--- config.mk ---
export PLATFORM = sky130hd
export DESIGN_NAME = ret_timer
export DESIGN_NICKNAME = d
export VERILOG_FILES = /design/src/shared/ret_pkg.sv /design/src/core/ret_event_sync.sv /design/src/core/ret_prescaler.sv /design/src/core/ret_timer.sv
export SDC_FILE = /design/constraint.sdc
export NUM_CORES = 1
export LEC_CHECK = 0
export BUFFER_PORTS_ARGS = -buffer_cell sky130_fd_sc_hd__buf_2
export CAP_MARGIN = 30
export CORE_ASPECT_RATIO = 0.5
export CORE_MARGIN = 2
export CORE_UTILIZATION = 41
export DETAILED_ROUTE_END_ITERATION = 10
export GPL_ROUTABILITY_DRIVEN = 0
export PLACE_DENSITY = 0.58
export SLEW_MARGIN = 15
export SYNTH_ARGS = -nofsm -noshare
export SYNTH_HDL_FRONTEND = slang
export SYNTH_SLANG_ARGS = --single-unit
--- constraint.sdc ---
create_clock -name i_sys_clk -period 5 [get_ports i_sys_clk]
set_input_delay 0 -clock i_sys_clk [delete_from_list [all_inputs] [get_ports i_sys_clk]]
set_output_delay 0 -clock i_sys_clk [all_outputs]
set_load 0.03 [all_outputs]
--- src/shared/ret_pkg.sv ---
// Package for the reloadable 8-bit event timer: register map, reset values, prescale codes.
// Assumes a 4-bit system register bus with one-cycle strobes and read data one cycle later.
`default_nettype none
package ret_pkg;
   // ---------------------------------------------------------------
   // Register offsets (5-bit system register address)
   // ---------------------------------------------------------------
   localparam logic [4:0] ADDR_IRQ_ENABLE   = 5'h00;
   localparam logic [4:0] ADDR_IRQ_REQUEST  = 5'h01;
   localparam logic [4:0] ADDR_PRESCALE     = 5'h02;
   localparam logic [4:0] ADDR_LOW_HALF     = 5'h04;
   localparam logic [4:0] ADDR_HIGH_HALF    = 5'h05;
   localparam logic [4:0] ADDR_SOURCE_EDGE  = 5'h1C;
   // ---------------------------------------------------------------
   // Field positions
   // ---------------------------------------------------------------
   localparam int BIT_TIMER_IRQ   = 2;
   localparam int BIT_EDGE_SELECT = 0;
   localparam int BIT_SRC_SELECT  = 1;
   // ---------------------------------------------------------------
   // Reset values
   // ---------------------------------------------------------------
   localparam logic [2:0] PRESCALE_RESET = 3'h0;
   localparam logic [7:0] COUNT_RESET    = 8'h00;
   localparam logic [7:0] COUNT_MAX      = 8'hFF;
   localparam logic [3:0] NIBBLE_ZERO    = 4'h0;
   // Internal source is oscillator / 4
   localparam int         OSC_DIV        = 4;
   // Prescaler width: ratio 2048 needs 11 bits
   localparam int         PRESCALE_BITS  = 11;
   // ---------------------------------------------------------------
   // Prescale codes
   // ---------------------------------------------------------------
   typedef enum logic [2:0] {
      RET_DIV_2048 = 3'h0,
      RET_DIV_512  = 3'h1,
      RET_DIV_128  = 3'h2,
      RET_DIV_32   = 3'h3,
      RET_DIV_8    = 3'h4,
      RET_DIV_4    = 3'h5,
      RET_DIV_2    = 3'h6,
      RET_DIV_1    = 3'h7
   } ret_div_t;
endpackage : ret_pkg
`default_nettype wire

--- src/core/ret_event_sync.sv ---
// Edge detector for the external event pin: two-flop synchroniser, then edge select.
// Assumes the pin is asynchronous to i_sys_clk.
`default_nettype none
module ret_event_sync (
   input  wire logic i_sys_clk,
   input  wire logic i_srst,
   input  wire logic i_pin,
   input  wire logic i_falling,
   output logic      o_edge
);
   logic meta_q, sync_q, last_q;
   logic meta_d, sync_d, last_d;

   always_comb begin
      meta_d = i_pin;
      sync_d = meta_q;
      last_d = sync_q;
   end

   always_ff @(posedge i_sys_clk) begin
      if (i_srst) begin
         meta_q <= 1'b0;
         sync_q <= 1'b0;
         last_q <= 1'b0;
      end else begin
         meta_q <= meta_d;
         sync_q <= sync_d;
         last_q <= last_d;
      end
   end

   // The second and third stages are compared
   assign o_edge = i_falling ? (last_q & ~sync_q) : (~last_q & sync_q);
endmodule : ret_event_sync
`default_nettype wire

--- src/core/ret_prescaler.sv ---
// Power-of-two prescaler: passes one pulse out per N input ticks.
// Assumes i_tick is a one-cycle pulse on i_sys_clk.
`default_nettype none
module ret_prescaler #(
   parameter int WIDTH = ret_pkg::PRESCALE_BITS
) (
   input  wire logic       i_sys_clk,
   input  wire logic       i_srst,
   input  wire logic       i_tick,
   input  wire logic [2:0] i_sel,
   output logic            o_pulse
);
   logic [WIDTH-1:0] cnt_q, cnt_d;

   // Number of stages for a prescale code
   function automatic int stages(input logic [2:0] sel);
      case (ret_pkg::ret_div_t'(sel))
         ret_pkg::RET_DIV_2048: stages = 11;
         ret_pkg::RET_DIV_512:  stages = 9;
         ret_pkg::RET_DIV_128:  stages = 7;
         ret_pkg::RET_DIV_32:   stages = 5;
         ret_pkg::RET_DIV_8:    stages = 3;
         ret_pkg::RET_DIV_4:    stages = 2;
         ret_pkg::RET_DIV_2:    stages = 1;
         default:               stages = 0;
      endcase
   endfunction : stages

   logic [WIDTH-1:0] mask;
   always_comb begin
      mask  = WIDTH'((1 << stages(i_sel)) - 1);
      cnt_d = i_tick ? cnt_q + 1'b1 : cnt_q;
   end

   always_ff @(posedge i_sys_clk) begin
      if (i_srst) cnt_q <= '0;
      else        cnt_q <= cnt_d;
   end

   // Output is the carry out of the selected stage: one tick-wide pulse per N ticks
   assign o_pulse = i_tick && ((cnt_q & mask) == mask);
endmodule : ret_prescaler
`default_nettype wire

--- src/core/ret_timer.sv ---
// Reloadable 8-bit event timer: reload/count halves, prescaler, source and edge select,
// overflow request with enable and HALT wake. Assumes a 4-bit system register port.
//
// The address-and-strobe port is this design's own decision.
`default_nettype none
module ret_timer (
   input  wire logic       i_sys_clk,
   input  wire logic       i_srst,
   input  wire logic [4:0] i_addr,
   input  wire logic [3:0] i_wdata,
   input  wire logic       i_wr,
   input  wire logic       i_rd,
   input  wire logic       i_external_event_pin,
   output logic [3:0]      o_rdata,
   output logic            o_service_req,
   output logic            o_halt_wake,
   output logic [7:0]      o_count
);
   // ---------------------------------------------------------------
   // State
   // ---------------------------------------------------------------
   logic [3:0] reload_low_half_q,  reload_low_half_d;
   logic [3:0] reload_high_half_q, reload_high_half_d;
   logic [7:0] count_q,            count_d;
   logic [3:0] count_low_latch_q,  count_low_latch_d;
   logic [2:0] prescale_select_q,  prescale_select_d;
   logic       event_edge_select_q, event_edge_select_d;
   logic       count_source_select_q, count_source_select_d;
   logic       timer_irq_enable_q, timer_irq_enable_d;
   logic       timer_irq_request_q, timer_irq_request_d;
   logic [1:0] osc_div_q,          osc_div_d;
   logic [3:0] rdata_q,            rdata_d;

   logic       ext_edge;
   logic       osc_tick;
   logic       tick;
   logic       prescaled_event;
   logic       overflow;

   // ---------------------------------------------------------------
   // Count source
   // ---------------------------------------------------------------
   ret_event_sync u_sync (
      .i_sys_clk (i_sys_clk),
      .i_srst    (i_srst),
      .i_pin     (i_external_event_pin),
      .i_falling (event_edge_select_q),
      .o_edge    (ext_edge)
   );

   always_comb begin
      osc_div_d = osc_div_q + 2'h1;
   end
   assign osc_tick = (osc_div_q == 2'(ret_pkg::OSC_DIV - 1));

   // Source multiplexer
   assign tick = count_source_select_q ? ext_edge : osc_tick;

   ret_prescaler #(
      .WIDTH (ret_pkg::PRESCALE_BITS)
   ) u_pre (
      .i_sys_clk (i_sys_clk),
      .i_srst    (i_srst),
      .i_tick    (tick),
      .i_sel     (prescale_select_q),
      .o_pulse   (prescaled_event)
   );

   assign overflow = prescaled_event && (count_q == ret_pkg::COUNT_MAX);

   // ---------------------------------------------------------------
   // Register writes and counting
   // ---------------------------------------------------------------
   logic wr_high;
   assign wr_high = i_wr && (i_addr == ret_pkg::ADDR_HIGH_HALF);

   always_comb begin
      reload_low_half_d     = reload_low_half_q;
      reload_high_half_d    = reload_high_half_q;
      prescale_select_d     = prescale_select_q;
      event_edge_select_d   = event_edge_select_q;
      count_source_select_d = count_source_select_q;
      timer_irq_enable_d    = timer_irq_enable_q;
      timer_irq_request_d   = timer_irq_request_q;
      count_d               = count_q;
      if (i_wr) begin
         case (i_addr)
            ret_pkg::ADDR_LOW_HALF:  reload_low_half_d  = i_wdata;
            ret_pkg::ADDR_HIGH_HALF: reload_high_half_d = i_wdata;
            ret_pkg::ADDR_PRESCALE:  prescale_select_d  = i_wdata[2:0];
            ret_pkg::ADDR_IRQ_ENABLE: timer_irq_enable_d = i_wdata[ret_pkg::BIT_TIMER_IRQ];
            ret_pkg::ADDR_IRQ_REQUEST: begin
               if (!i_wdata[ret_pkg::BIT_TIMER_IRQ]) timer_irq_request_d = 1'b0;
            end
            ret_pkg::ADDR_SOURCE_EDGE: begin
               event_edge_select_d   = i_wdata[ret_pkg::BIT_EDGE_SELECT];
               count_source_select_d = i_wdata[ret_pkg::BIT_SRC_SELECT];
            end
            default: ;
         endcase
      end
      if (wr_high) begin
         count_d = {i_wdata, reload_low_half_q};
      end else if (overflow) begin
         count_d = {reload_high_half_q, reload_low_half_q};
      end else if (prescaled_event) begin
         count_d = count_q + 8'h01;
      end
      if (overflow) timer_irq_request_d = 1'b1;
   end

   // ---------------------------------------------------------------
   // Read path
   // ---------------------------------------------------------------
   always_comb begin
      count_low_latch_d = count_low_latch_q;
      rdata_d           = ret_pkg::NIBBLE_ZERO;
      if (i_rd) begin
         case (i_addr)
            ret_pkg::ADDR_HIGH_HALF: begin
               rdata_d           = count_q[7:4];
               count_low_latch_d = count_q[3:0];
            end
            ret_pkg::ADDR_LOW_HALF: rdata_d = count_low_latch_q;
            ret_pkg::ADDR_PRESCALE: rdata_d = {1'b0, prescale_select_q};
            ret_pkg::ADDR_IRQ_ENABLE: rdata_d[ret_pkg::BIT_TIMER_IRQ] = timer_irq_enable_q;
            ret_pkg::ADDR_IRQ_REQUEST: rdata_d[ret_pkg::BIT_TIMER_IRQ] = timer_irq_request_q;
            default: rdata_d = ret_pkg::NIBBLE_ZERO;
         endcase
      end
   end

   always_ff @(posedge i_sys_clk) begin
      if (i_srst) begin
         reload_low_half_q     <= ret_pkg::NIBBLE_ZERO;
         reload_high_half_q    <= ret_pkg::NIBBLE_ZERO;
         count_q               <= ret_pkg::COUNT_RESET;
         count_low_latch_q     <= ret_pkg::NIBBLE_ZERO;
         prescale_select_q     <= ret_pkg::PRESCALE_RESET;
         event_edge_select_q   <= 1'b0;
         count_source_select_q <= 1'b0;
         timer_irq_enable_q    <= 1'b0;
         timer_irq_request_q   <= 1'b0;
         osc_div_q             <= 2'h0;
         rdata_q               <= ret_pkg::NIBBLE_ZERO;
      end else begin
         reload_low_half_q     <= reload_low_half_d;
         reload_high_half_q    <= reload_high_half_d;
         count_q               <= count_d;
         count_low_latch_q     <= count_low_latch_d;
         prescale_select_q     <= prescale_select_d;
         event_edge_select_q   <= event_edge_select_d;
         count_source_select_q <= count_source_select_d;
         timer_irq_enable_q    <= timer_irq_enable_d;
         timer_irq_request_q   <= timer_irq_request_d;
         osc_div_q             <= osc_div_d;
         rdata_q               <= rdata_d;
      end
   end

   assign o_rdata       = rdata_q;
   assign o_count       = count_q;
   assign o_service_req = timer_irq_request_q & timer_irq_enable_q;
   assign o_halt_wake   = timer_irq_request_q;

   // ---------------------------------------------------------------
   // Assertions
   // ---------------------------------------------------------------
   property p_high_write_loads;
      @(posedge i_sys_clk) disable iff (i_srst)
      wr_high |=> (count_q == {$past(i_wdata), $past(reload_low_half_q)});
   endproperty
   a_high_write_loads: assert property (p_high_write_loads) else $error("high write did not load counter");

   property p_reload;
      @(posedge i_sys_clk) disable iff (i_srst)
      (overflow && !wr_high) |=> (count_q == {$past(reload_high_half_q), $past(reload_low_half_q)});
   endproperty
   a_reload: assert property (p_reload) else $error("overflow did not reload");

   property p_overflow_sets;
      @(posedge i_sys_clk) disable iff (i_srst)
      overflow |=> timer_irq_request_q;
   endproperty
   a_overflow_sets: assert property (p_overflow_sets) else $error("overflow did not set request");

   property p_enable_gate;
      @(posedge i_sys_clk) disable iff (i_srst)
      o_service_req |-> (timer_irq_enable_q && timer_irq_request_q);
   endproperty
   a_enable_gate: assert property (p_enable_gate) else $error("service request without enable");

   property p_wake;
      @(posedge i_sys_clk) disable iff (i_srst)
      overflow |=> o_halt_wake;
   endproperty
   a_wake: assert property (p_wake) else $error("overflow did not wake");

   property p_step;
      @(posedge i_sys_clk) disable iff (i_srst)
      (prescaled_event && !overflow && !wr_high) |=> (count_q == $past(count_q) + 8'h01);
   endproperty
   a_step: assert property (p_step) else $error("counter did not step");

   property p_hold;
      @(posedge i_sys_clk) disable iff (i_srst)
      (!prescaled_event && !wr_high) |=> $stable(count_q);
   endproperty
   a_hold: assert property (p_hold) else $error("counter moved without a pulse");

   property p_read_pair;
      @(posedge i_sys_clk) disable iff (i_srst)
      (i_rd && i_addr == ret_pkg::ADDR_HIGH_HALF) ##1 (i_rd && i_addr == ret_pkg::ADDR_LOW_HALF)
         |=> (o_rdata == $past(count_q[3:0], 2));
   endproperty
   a_read_pair: assert property (p_read_pair) else $error("low read not consistent");

   property p_sticky;
      @(posedge i_sys_clk) disable iff (i_srst)
      (timer_irq_request_q && !(i_wr && i_addr == ret_pkg::ADDR_IRQ_REQUEST)) |=> timer_irq_request_q;
   endproperty
   a_sticky: assert property (p_sticky) else $error("request lost without clear");

   property p_internal_rate;
      @(posedge i_sys_clk) disable iff (i_srst)
      (!count_source_select_q && tick) |=> !osc_tick [*3];
   endproperty
   a_internal_rate: assert property (p_internal_rate) else $error("internal source not divided by four");

   property p_internal_src;
      @(posedge i_sys_clk) disable iff (i_srst)
      !count_source_select_q |-> (tick == osc_tick);
   endproperty
   a_internal_src: assert property (p_internal_src) else $error("internal source not selected");

   property p_external_src;
      @(posedge i_sys_clk) disable iff (i_srst)
      count_source_select_q |-> (tick == ext_edge);
   endproperty
   a_external_src: assert property (p_external_src) else $error("event pin not selected");

   property p_edge_single;
      @(posedge i_sys_clk) disable iff (i_srst)
      ext_edge ##1 $stable(event_edge_select_q) |-> !ext_edge;
   endproperty
   a_edge_single: assert property (p_edge_single) else $error("event edge longer than one cycle");

   property p_ratio_one;
      @(posedge i_sys_clk) disable iff (i_srst)
      (prescale_select_q == ret_pkg::RET_DIV_1) |-> (prescaled_event == tick);
   endproperty
   a_ratio_one: assert property (p_ratio_one) else $error("ratio one does not pass every tick");

   property p_pulse_needs_tick;
      @(posedge i_sys_clk) disable iff (i_srst)
      prescaled_event |-> tick;
   endproperty
   a_pulse_needs_tick: assert property (p_pulse_needs_tick) else $error("prescaler pulse without tick");

   // ---------------------------------------------------------------
   // Assertions on register writes, reads and reset
   // ---------------------------------------------------------------
   property p_prescale_write;
      @(posedge i_sys_clk) disable iff (i_srst)
      (i_wr && i_addr == ret_pkg::ADDR_PRESCALE) |=> (prescale_select_q == $past(i_wdata[2:0]));
   endproperty
   a_prescale_write: assert property (p_prescale_write) else $error("prescale write lost");

   property p_source_write;
      @(posedge i_sys_clk) disable iff (i_srst)
      (i_wr && i_addr == ret_pkg::ADDR_SOURCE_EDGE)
         |=> ((event_edge_select_q == $past(i_wdata[ret_pkg::BIT_EDGE_SELECT]))
             && (count_source_select_q == $past(i_wdata[ret_pkg::BIT_SRC_SELECT])));
   endproperty
   a_source_write: assert property (p_source_write) else $error("source or edge write lost");

   property p_low_store;
      @(posedge i_sys_clk) disable iff (i_srst)
      (i_wr && i_addr == ret_pkg::ADDR_LOW_HALF) |=> (reload_low_half_q == $past(i_wdata));
   endproperty
   a_low_store: assert property (p_low_store) else $error("low reload write lost");

   property p_high_store;
      @(posedge i_sys_clk) disable iff (i_srst)
      (i_wr && i_addr == ret_pkg::ADDR_HIGH_HALF) |=> (reload_high_half_q == $past(i_wdata));
   endproperty
   a_high_store: assert property (p_high_store) else $error("high reload write lost");

   property p_reload_stable;
      @(posedge i_sys_clk) disable iff (i_srst)
      !(i_wr && (i_addr == ret_pkg::ADDR_LOW_HALF || i_addr == ret_pkg::ADDR_HIGH_HALF))
         |=> $stable({reload_high_half_q, reload_low_half_q});
   endproperty
   a_reload_stable: assert property (p_reload_stable) else $error("reload changed without a write");

   property p_latch_high_read;
      @(posedge i_sys_clk) disable iff (i_srst)
      (i_rd && i_addr == ret_pkg::ADDR_HIGH_HALF)
         |=> ((o_rdata == $past(count_q[7:4])) && (count_low_latch_q == $past(count_q[3:0])));
   endproperty
   a_latch_high_read: assert property (p_latch_high_read) else $error("high read did not latch");

   property p_rdata_idle;
      @(posedge i_sys_clk) disable iff (i_srst)
      !i_rd |=> (o_rdata == ret_pkg::NIBBLE_ZERO);
   endproperty
   a_rdata_idle: assert property (p_rdata_idle) else $error("read data stood too long");

   property p_request_clear;
      @(posedge i_sys_clk) disable iff (i_srst)
      (i_wr && i_addr == ret_pkg::ADDR_IRQ_REQUEST && !i_wdata[ret_pkg::BIT_TIMER_IRQ] && !overflow)
         |=> !timer_irq_request_q;
   endproperty
   a_request_clear: assert property (p_request_clear) else $error("request not cleared");

   property p_no_spurious;
      @(posedge i_sys_clk) disable iff (i_srst)
      (!overflow && !timer_irq_request_q) |=> !timer_irq_request_q;
   endproperty
   a_no_spurious: assert property (p_no_spurious) else $error("request set without overflow");

   property p_enable_write;
      @(posedge i_sys_clk) disable iff (i_srst)
      (i_wr && i_addr == ret_pkg::ADDR_IRQ_ENABLE)
         |=> (timer_irq_enable_q == $past(i_wdata[ret_pkg::BIT_TIMER_IRQ]));
   endproperty
   a_enable_write: assert property (p_enable_write) else $error("enable write lost");

   property p_reset_clears;
      @(posedge i_sys_clk)
      i_srst |=> ((count_q == ret_pkg::COUNT_RESET) && (reload_low_half_q == ret_pkg::NIBBLE_ZERO)
         && (reload_high_half_q == ret_pkg::NIBBLE_ZERO) && !timer_irq_request_q);
   endproperty
   a_reset_clears: assert property (p_reset_clears) else $error("reset did not clear state");
endmodule : ret_timer
`default_nettype wire

**Yosys cells after proc, flatten, opt, wreduce, memory -nomap -nowiden**

Index checks and enable logic that the tools add are counted.

- $add $sub $neg: 4
- Equal/unequal tests: 15
- Shift operators: 1
- Mux-type cells: 13
- Bitwise gates (word level): 7
- Reduce and logical (&&, ||, !) cells: 16

Operators by type and width:

| cell | count |
|---|---|
| one-hot mux 4 bit (7 select lines) | 1 |
| two-way mux 8 bit | 3 |
| AND reduction 2 bit | 6 |
| adder 11 x 1 -> 11 bit, second input constant | 1 |
| bitwise AND 11 bit | 1 |
| == test 11 bit | 1 |
| left shift 1 x 4 -> 11 bit, first input constant | 1 |
| subtractor 11 x 2 -> 11 bit, second input constant | 1 |
| == test 5 x 3 -> 1 bit, second input constant | 2 |
| == test 3 bit, second input constant | 3 |
| adder 8 x 1 -> 8 bit, second input constant | 1 |
| == test 8 bit, second input constant | 1 |
| == test 3 x 2 -> 1 bit, second input constant | 2 |
| two-way mux 1 bit | 6 |
| one-hot mux 2 bit (3 select lines) | 1 |
| == test 5 x 1 -> 1 bit, second input constant | 1 |
| == test 5 x 2 -> 1 bit, second input constant | 1 |
| == test 5 bit, second input constant | 1 |
| zero test 5 bit | 1 |
| one-hot mux 1 bit (5 select lines) | 1 |
| nonzero test 2 bit | 2 |
| bitwise AND 1 bit | 3 |
| == test 3 x 1 -> 1 bit, second input constant | 1 |
| logical AND 1 bit | 3 |
| other kinds (9) | 11 |

- Bits in registers: 47
- Input port bits: 14
- Output and inout port bits: 14
- Word-level logic and storage cells: 71

**Depth between registers and ports, before layout**

Gate-level depths: netlist of the first run.

- Depth after elaboration: 10
- Gate-level depth with buffers: 10

**Hierarchy**

Synthesis of the first run repeated with hierarchy kept, for this count alone.

- Cell total of the unflattened synthesis: 270
- Area, all modules: 2,329.7 µm²

By module, submodules not included:

| module | times used | cells each | area an instance (µm²) | sequential area each (µm²) |
|---|---|---|---|---|
| ret_timer | 1 | 193 | 1,631.6 | 660.6 |
| ret_prescaler | 1 | 68 | 596.8 | 220.2 |
| ret_event_sync | 1 | 9 | 101.3 | 60.1 |

**Worst setup path before layout of the first run**

No wires, ideal clock.

- Kind: register to register
- Start point: register prescale_select_q[0]
- End point: register count_q[3], in the netlist o_count[3]
- Arrival: 2,139 ps
- Data required time: 4,926 ps
- Setup slack: 2,787 ps
- Cell stages (with the launch flop): 10
- Path buffers: 1
- Cells stage by stage: dfxtp_1 clkbuf_8 nand3b_1 ha_1 o22ai_1 nor3_1 o311ai_4 nor3_4 mux2_2 a31oi_1

- Cells in the longest elaborated chain, start to end: 10

Ends and longest elaborated chain:

| item | RTL line | source |
|---|---|---|
| start: declaration | ret_timer.sv:26 | `logic [2:0] prescale_select_q, prescale_select_d;` |
| start signal: assignment | ret_timer.sv:139 | `prescale_select_q <= ret_pkg::PRESCALE_RESET;` |
| start signal: assignment | ret_timer.sv:151 | `prescale_select_q <= prescale_select_d;` |
| == test 3 bit, or another cell as far along | ret_prescaler.sv:17 | `case (ret_pkg::ret_div_t'(sel))` |
| one-hot mux 4 bit (7 select lines) * | ret_prescaler.sv:17 |  |
| left shift 1 x 4 -> 11 bit * | ret_prescaler.sv:31 | `mask = WIDTH'((1 << stages(i_sel)) - 1);` |
| subtractor 11 x 2 -> 11 bit * | ret_prescaler.sv:31 |  |
| bitwise AND 11 bit | ret_prescaler.sv:41 | `assign o_pulse = i_tick && ((cnt_q & mask) == mask);` |
| == test 11 bit * | ret_prescaler.sv:41 |  |
| logical AND 1 bit * | ret_prescaler.sv:41 |  |
| logical AND 1 bit | ret_timer.sv:69 | `assign overflow = prescaled_event && (count_q == ret_pkg::COUNT_MAX);` |
| two-way mux 8 bit | ret_timer.sv:104 | `end else if (overflow) begin` |
| two-way mux 8 bit | ret_timer.sv:102 | `if (wr_high) begin` |
| end signal: assignment | ret_timer.sv:137 | `count_q <= ret_pkg::COUNT_RESET;` |
| end signal: assignment | ret_timer.sv:149 | `count_q <= count_d;` |
| end: declaration | ret_timer.sv:24 | `logic [7:0] count_q, count_d;` |

Every way passes the cells marked *; elsewhere a longest branch is shown, timed or not.
A chain may end at the register's enable or synchronous reset.

**Worst setup path in the final report of the first run**

- Start point: register prescale_select_q[2]
- End point: register count_q[3], in the netlist o_count[3]

Same word-level chain as after synthesis.

==> out/results.txt, run 1 <==
Status = finished, final reports clean
Seq/Total Area, Yosys = 38.54%
H-tree Lvls = 2
Setup WS pre-CTS = 2.198 ns
CP Capture Type = register
RR Startpoint = prescale_select_q[2]
Syn Area/Cell = 8.909 um2
Most used DFF post-synth = dfxtp_1
Worst-path cell chain = nand3_1 -> ha_1 -> o22ai_1 -> nor3_1 -> o311ai_4 -> nor3_4 -> mux2_2 -> a31oi_1
Crit path kind = reg -> reg
YS warnings = 0
Slew @ Worst Pin = 0.8426 ns
Routed WL = 5374 um
Worst-skew pair later-pin latency = 0.29 ns
Min-Delay Path Class = in -> reg
Placement Rows = 19
Num CTS Buffers = 5
Starting Density = 43.51%
I/O pin count = 28
Max stage delay on crit path = 0.58 ns
Vias in the first global route = 1892
Top routing layer in use = met4
Routed length on met3 = 211 um
Slew headroom = 43.83%
Wire per inst = 14.52 um
Largest cells by area after synthesis = dfxtp_1 (39%), mux2i_1 (7.0%), nand2_1 (4.6%)
Arrival @ worst endpoint = 3.03 ns
Layout cell share with drive strength beyond 1 = 17.85%
Final ANT Viol Nets = 0
Power per standard cell area = 300.4 nW/um2
Fin crit share = 56.21%
Number of synthesized register bits = 47
Yosys cell types = 48
Post-Synth Simple-Gate Area = 25.47%
Async set or reset register ratio after synthesis = 0%
Reg2reg end = o_count[3]
Number of synthesized flops with an enable pin = 0
Largest family of logic cells by synthesized area = simple AND/OR/NAND/NOR gates
Synth Area in XOR/XNOR = 2.512%
Pin count of the biggest net entering global routing = 46
Net Count, Synth = 292
N_diodes = 0
Total Routing Usage GR = 17.95%
Cells on worst reg2reg path = 8
Overall power = 0.8290 mW
Metal2 WL = 2432 um
Mux contribution to synthesized area = 8.355%
Max Fclk = 355.8 MHz
CTS resizes = 0
Initial detailed-routing violation count = 150
Final setup viols = 0
Core area = 5610 um2
Skew final = 0.007220 ns
Setup total negative slack = 0 ns
TritonRoute pass-1 iters = 4
Die height = 58.56 um
Die area = 6624 um2
Post-synth top area share = 38.54%
Synth Area in Compound Gates = 17.07%
Final hold vios = 0
Mapped Cells = 274
CP Max Fanout = 19
Detail Placement HPWL = 3695 um
Final Max Slew Viols = 0
Clock Tree Buf Depth = 2
Grt ovf = 0
CP max stage cell = dfxtp_1
Clock transition at path regs = 0.07 ns
PortBufs = 27
CTS tree = yes
Period minus WS final = 2.810 ns
Initial antenna violation count = 0
Vias = 2038
Synth-to-Final Area Change = 13.07%
Worst Setup Start Kind = register
M1 wire length = 2619 um
Synth Area in Adders = 2.050%
Net count of the finished layout = 314
Total leakage power = 1.036 nW
Crit path from = prescale_select_q[2]
Drc violations = 0
CP Data Required Time = 5.22 ns
DR vias/cell = 5.508
Max VDD drop = 0.0001378 V
CTS sink cnt = 47
First-pass GRT wire length = 9204 um
Mapped Area = 2441 um2
End point of the critical path = o_count[3]
Max-cap viol count = 0
PnR worst setup slack = 2.190 ns
Largest area contributor in the netlist = dfxtp_1
R2r setup slk = 2.19 ns
Width of the die = 113.1 um
Unrepaired setup endpoints after global routing = false
Final Hold Slack = 0.01341 ns
CTS root buf = clkbuf_16
## cells in the final DEF, fill, tap and decap left out, types with 4 or more instances in the layout
master,instances
a21oi_1,15
ha_1,4
dfxtp_1,47
xor2_1,6
nor2b_1,7
dlygate4sd3_1,5
nand3_1,11
nand4_1,4
nand2_1,30
mux2i_1,17
nor2_1,30
a22oi_1,4
and4_1,4
or3_1,4
a31oi_1,6
clkbuf_16,5
nand3b_1,5
o21ai_0,12
and3_1,5
inv_1,4
buf_2,27
## logic make-up after synthesis
group	Yosys count
AOI/OAI and AO/OA	56
xor gates and xnor gates	7
adders and majority gates	4
buffers and inverters	21
DFF	47
muxes	20
and+or+nand+nor	119
## worst min path at each step
stage | start | to | slack [ns] | depth (start not counted)
6_report | i_wdata[1] | prescale_select_q[1] | 0.01 | 3
3_3_place_gp | i_external_event_pin | u_sync.meta_q | 0.21 | 2
5_1_grt | i_wdata[1] | prescale_select_q[1] | 0.02 | 3
2_1_floorplan | i_addr[3] | o_rdata[2] | 0.08 | 1
3_5_place_dp | i_external_event_pin | u_sync.meta_q | 0.22 | 2
4_1_cts | i_wdata[1] | reload_low_half_q[1] | 0.008 | 3
## power by group
group / switching, mW / internal (mW) / leakage (nW) / total [mW]
clock: 0.143 / 0.249 / 0.0868 / 0.392
combinational: 0.0298 / 0.0206 / 0.569 / 0.0504
sequential: 0.00674 / 0.380 / 0.380 / 0.387
total: 0.179 / 0.650 / 1.04 / 0.829
## worst max-delay path, delay by kind of cell (launching register included)
kind                     cells  cell delay, ns
AND/OR/NAND/NOR              3            1.03
multiplexers                 1            0.41
flip-flops                   1            0.58
adder cells (fa/ha/maj)      1            0.31
AO/OA/AOI/OAI                3            0.39
## through the flow
stage / instance area (um2) / util, % / cells
6_report: 2760 / 49.20 / 370
5_1_grt: 2760 / 49.20 / 370
4_1_cts: 2760 / 49.20 / 370
3_5_place_dp: 2536 / 45.21 / 357
3_3_place_gp: 2536 / 45.21 / 357
2_1_floorplan: 2441 / - / 274
## synth_stat cells (2+ instances only)
| master | instances |
|---|---|
| mux2_2 | 3 |
| mux2i_1 | 17 |
| and4_1 | 4 |
| and3_1 | 5 |
| o21a_1 | 2 |
| and4_2 | 2 |
| nand3b_1 | 5 |
| nand2b_1 | 3 |
| nor2_1 | 30 |
| a21o_2 | 2 |
| nand4_1 | 4 |
| nor2b_1 | 7 |
| or3_1 | 4 |
| o21ai_0 | 12 |
| clkbuf_8 | 3 |
| nand3_1 | 11 |
| a31oi_1 | 6 |
| xor2_1 | 6 |
| a211oi_1 | 2 |
| o21bai_1 | 2 |
| buf_6 | 5 |
| nor3_1 | 3 |
| dfxtp_1 | 47 |
| a41oi_2 | 2 |
| a22oi_1 | 4 |
| a21oi_1 | 15 |
| and2_1 | 2 |
| clkbuf_1 | 9 |
| ha_1 | 4 |
| inv_1 | 4 |
| nor4_1 | 2 |
| o22ai_1 | 2 |
| nand2_1 | 30 |
## flip-flops by register name (all words and copies together), names as in the netlist
register,flops
prescale_select_q,3
o_halt_wake,1
count_low_latch_q,4
event_edge_select_q,1
timer_irq_enable_q,1
osc_div_q,2
o_count,8
reload_low_half_q,4
o_rdata,4
u_sync.last_q,1
u_sync.meta_q,1
u_sync.last_d,1
u_pre.cnt_q,11
count_source_select_q,1
reload_high_half_q,4
## final cells by class
cell class	instances	area, um2
tap	73	91.34
inverter	4	15.01
sequential	47	940.9
clock inverter	2	35.03
timing repair buffer	32	185.2
multi-input combinational	206	1354
clock buffer	6	138.9
fill	540	2850
## layer usage
| layer | global-route usage [%] | up-vias |
|---|---|---|
| met3 | 4.119 | 8 |
| li1 | - | 1032 |
| met2 | 29.00 | 36 |
| met4 | 8.885 | 0 |
| met5 | 0 | - |
| met1 | 23.14 | 962 |
## timing repair
action                     CTS  global route
hold endpoints to repair     4             0
setup endpoints to repair    0             0
hold buffers                 5             0
buffers inserted             0             0
Note: power is estimated with default switching activity, not from simulation.
==> run 2: changes to the inputs <==
==> constraint.sdc (replaced) <==
create_clock -name i_sys_clk -period 2.7 [get_ports i_sys_clk]
set_input_delay 0 -clock i_sys_clk [delete_from_list [all_inputs] [get_ports i_sys_clk]]
set_output_delay 0 -clock i_sys_clk [all_outputs]
set_load 0.03 [all_outputs]
==> run 2 against run 1 <==
Against the previous run:
- first-iteration DRC count shrank 21%
- count of clock-buffer cells in the layout is the same
- critical path depth grew 1
- combinational power grew 89%
- cell area grew 1.1%
- die area is the same
- sequential share of layout area shrank 0.37 points
- via count shrank 0.54%
- critical endpoint unchanged
==> out/results.txt, run 2 (synthesis results as in run 1) <==
TritonRoute pass-1 iters = 4 (unchanged)
Grt ovf = 0 (unchanged)
Setup WS pre-CTS = 0.2712 ns (-1.926 ns)
# fillers = 544 (+0.74%)
Placement Rows = 19 (unchanged)
Wire per inst = 14.47 um (-0.39%)
Max FFs per register = 11 (unchanged)
Reg2reg end = o_count[3]
CTS resizes = 0 (unchanged)
Total Routing Usage GR = 17.48% (-0.47 points)
CTS sink cnt = 47 (unchanged)
Layout cell share with drive strength beyond 1 = 18.94% (+1.1 points)
Die height = 58.56 um (unchanged)
Max stage delay on crit path = 0.49 ns (-0.09 ns)
Met2 GRT Util = 28.49% (-0.51 points)
Final hold vios = 0 (unchanged)
Setup total negative slack = 0 ns (unchanged)
Int Pwr = 1.204 mW (+85%)
Fin crit share = 90.58% (+34 points)
Slew headroom = 42.34% (-1.5 points)
Most flops, register = u_pre.cnt_q
Worst-path cell chain = nand3_1 -> ha_1 -> o22ai_1 -> nor3_1 -> o311ai_4 -> nor3_4 -> buf_4 -> mux2_2 -> a31oi_1
Sw Pwr = 0.3257 mW (+82%)
Crit path kind = reg -> reg
Core area = 5610 um2 (unchanged)
Max VDD drop = 0.0002244 V (+63%)
Drc violations = 0 (unchanged)
Routed WL = 5411 um (+0.69%)
CTS root buf = clkbuf_16
Status = finished, final reports clean
RR Startpoint = prescale_select_q[0]
Final setup viols = 0 (unchanged)
Pin count of the biggest net entering global routing = 46 (unchanged)
Comb pwr share = 6.2% (about the same)
Met1 GRT Util = 23.09% (-0.049 points)
DR vias/cell = 5.420 (-1.6%)
Core Util, Final = 49.73% (+0.54 points)
CP max stage cell = dfxtp_1
Vias in the first global route = 1864 (-1.5%)
I/O pin count = 28 (unchanged)
Layout Cells excl Fill = 374 (+1.1%)
Most frequent cells in the layout = dfxtp_1 (47), nor2_1 (30), nand2_1 (30), buf_2 (27), mux2i_1 (17)
Multi-input gate area = 1354 um2 (unchanged)
Detail Placement HPWL = 3718 um (+0.62%)
First-pass GRT wire length = 9059 um (-1.6%)
CP Data Required Time = 2.91 ns (-2.31 ns)
Vias = 2027 (-0.54%)
Arrival @ worst endpoint = 2.66 ns (-0.37 ns)
CP Max Fanout = 19 (unchanged)
Hold Path Sink = prescale_select_q[0]
Final Max Slew Viols = 0 (unchanged)
Skew final = 0.005115 ns (-0.002106 ns)
Cells on worst reg2reg path = 9 (+1)
Dpl cells = 361 (+1.1%)
Initial antenna violation count = 0 (unchanged)
Flip-flop and latch area = 940.9 um2 (unchanged)
N_diodes = 0 (unchanged)
PnR worst setup slack = 0.2543 ns (-1.935 ns)
Min-Delay Path Class = in -> reg
Slew @ Worst Pin = 0.8650 ns (+0.02235 ns)
Total leakage power = 1.057 nW (+2.0%)
Period minus WS final = 2.446 ns (-0.3648 ns)
Final ANT Viol Nets = 0 (unchanged)
Power per standard cell area = 548.1 nW/um2 (+82%)
Hold depth = 3 (unchanged)
Post-CTS repair timing setup buffer count = 0 (unchanged)
Worst-skew pair later-pin latency = 0.29 ns (about the same)
CTS tree = yes
CP Capture Type = register
H-tree Lvls = 2 (unchanged)
Width of the die = 113.1 um (unchanged)
Fraction of power consumed by the clock network = 46.9% (-0.3 points)
Global routing's busiest layer = met2
HP Start = i_wdata[0]
Hold buffers post-CTS = 5 (unchanged)
R2r setup slk = 0.25 ns (-1.94 ns)
Unrepaired setup endpoints after global routing = false
Switching share of power = 21.29% (-0.35 points)
Max-cap viol count = 0 (unchanged)
Max Fclk = 408.9 MHz (+15%)
Met3 Use GR = 4.943% (+0.82 points)
Die area = 6624 um2 (unchanged)
PortBufs = 27 (unchanged)
Commonest non-fill, non-tap cell in the layout = dfxtp_1
Num CTS Buffers = 5 (unchanged)
Clock transition at path regs = 0.06 ns (about the same)
Net count of the finished layout = 318 (+1.3%)
Clock Tree Buf Depth = 2 (unchanged)
Synth-to-Final Area Change = 14.30%
Worst Setup Start Kind = register
Seq pwr share = 46.9% (+0.2 points)
Starting Density = 43.51% (unchanged)
Initial detailed-routing violation count = 118 (-21%)
-- run 2: cell count changes in the layout (fill, tap and decap cells not counted) --
cell   change
buf_4      +4
-- run 2: worst max-delay path by stage --
stage / start / end / slack (ns) / cells after the start
finish: prescale_select_q[0] / o_count[3] / 0.25 / 9
global route: prescale_select_q[0] / o_count[3] / 0.1 / 9
CTS: prescale_select_q[0] / o_count[3] / 0.24 / 9
detailed placement: prescale_select_q[0] / o_count[3] / 0.27 / 9
global placement: prescale_select_q[0] / o_count[3] / 0.35 / 9
floorplan: prescale_select_q[0] / o_count[3] / 0.49 / 9
-- run 2: critical path: cells and delay by family, from the launching register on --
kind	cells	cell delay [ns]
mux	1	0.36
flops	1	0.49
simple gates	3	0.57
buf+inv	1	0.26
fa+ha+maj	1	0.29
compound gates	3	0.39
-- run 2: power groups by stage --
stage          sequential, mW  clock [mW]  combinational, mW
2_1_floorplan           0.735           0             0.0596
3_3_place_gp            0.732           0             0.0880
3_5_place_dp            0.732           0             0.0902
4_1_cts                 0.717       0.737             0.0956
5_1_grt                 0.718       0.769              0.105
6_report                0.717       0.717             0.0954
-- run 2: cell type report --
cell class                      instances  area share (%)
Clock inverter                          2           1.256
Multi-Input combinational cell        206           48.52
Timing Repair Buffer                   36           7.713
Inverter                                4          0.5381
Sequential cell                        47           33.72
Clock buffer                            6           4.978
Tap cell                               73           3.274
-- run 2: metrics by stage --
stage | hold slack (ns) | power (mW) | instance area (um2)
2_1_floorplan | 0.07807 | 0.7948 | 2441
3_3_place_gp | 0.2075 | 0.8200 | 2566
3_5_place_dp | 0.2165 | 0.8223 | 2566
4_1_cts | 0.003921 | 1.549 | 2790
5_1_grt | 0.01455 | 1.591 | 2790
6_report | 0.005311 | 1.529 | 2790
-- run 2: layer usage --
layer / share of wire [%] / wire (um)
met1: 49 / 2678
met2: 46 / 2468
met5: 0 / 0
met4: 1.3 / 69
met3: 3.6 / 195
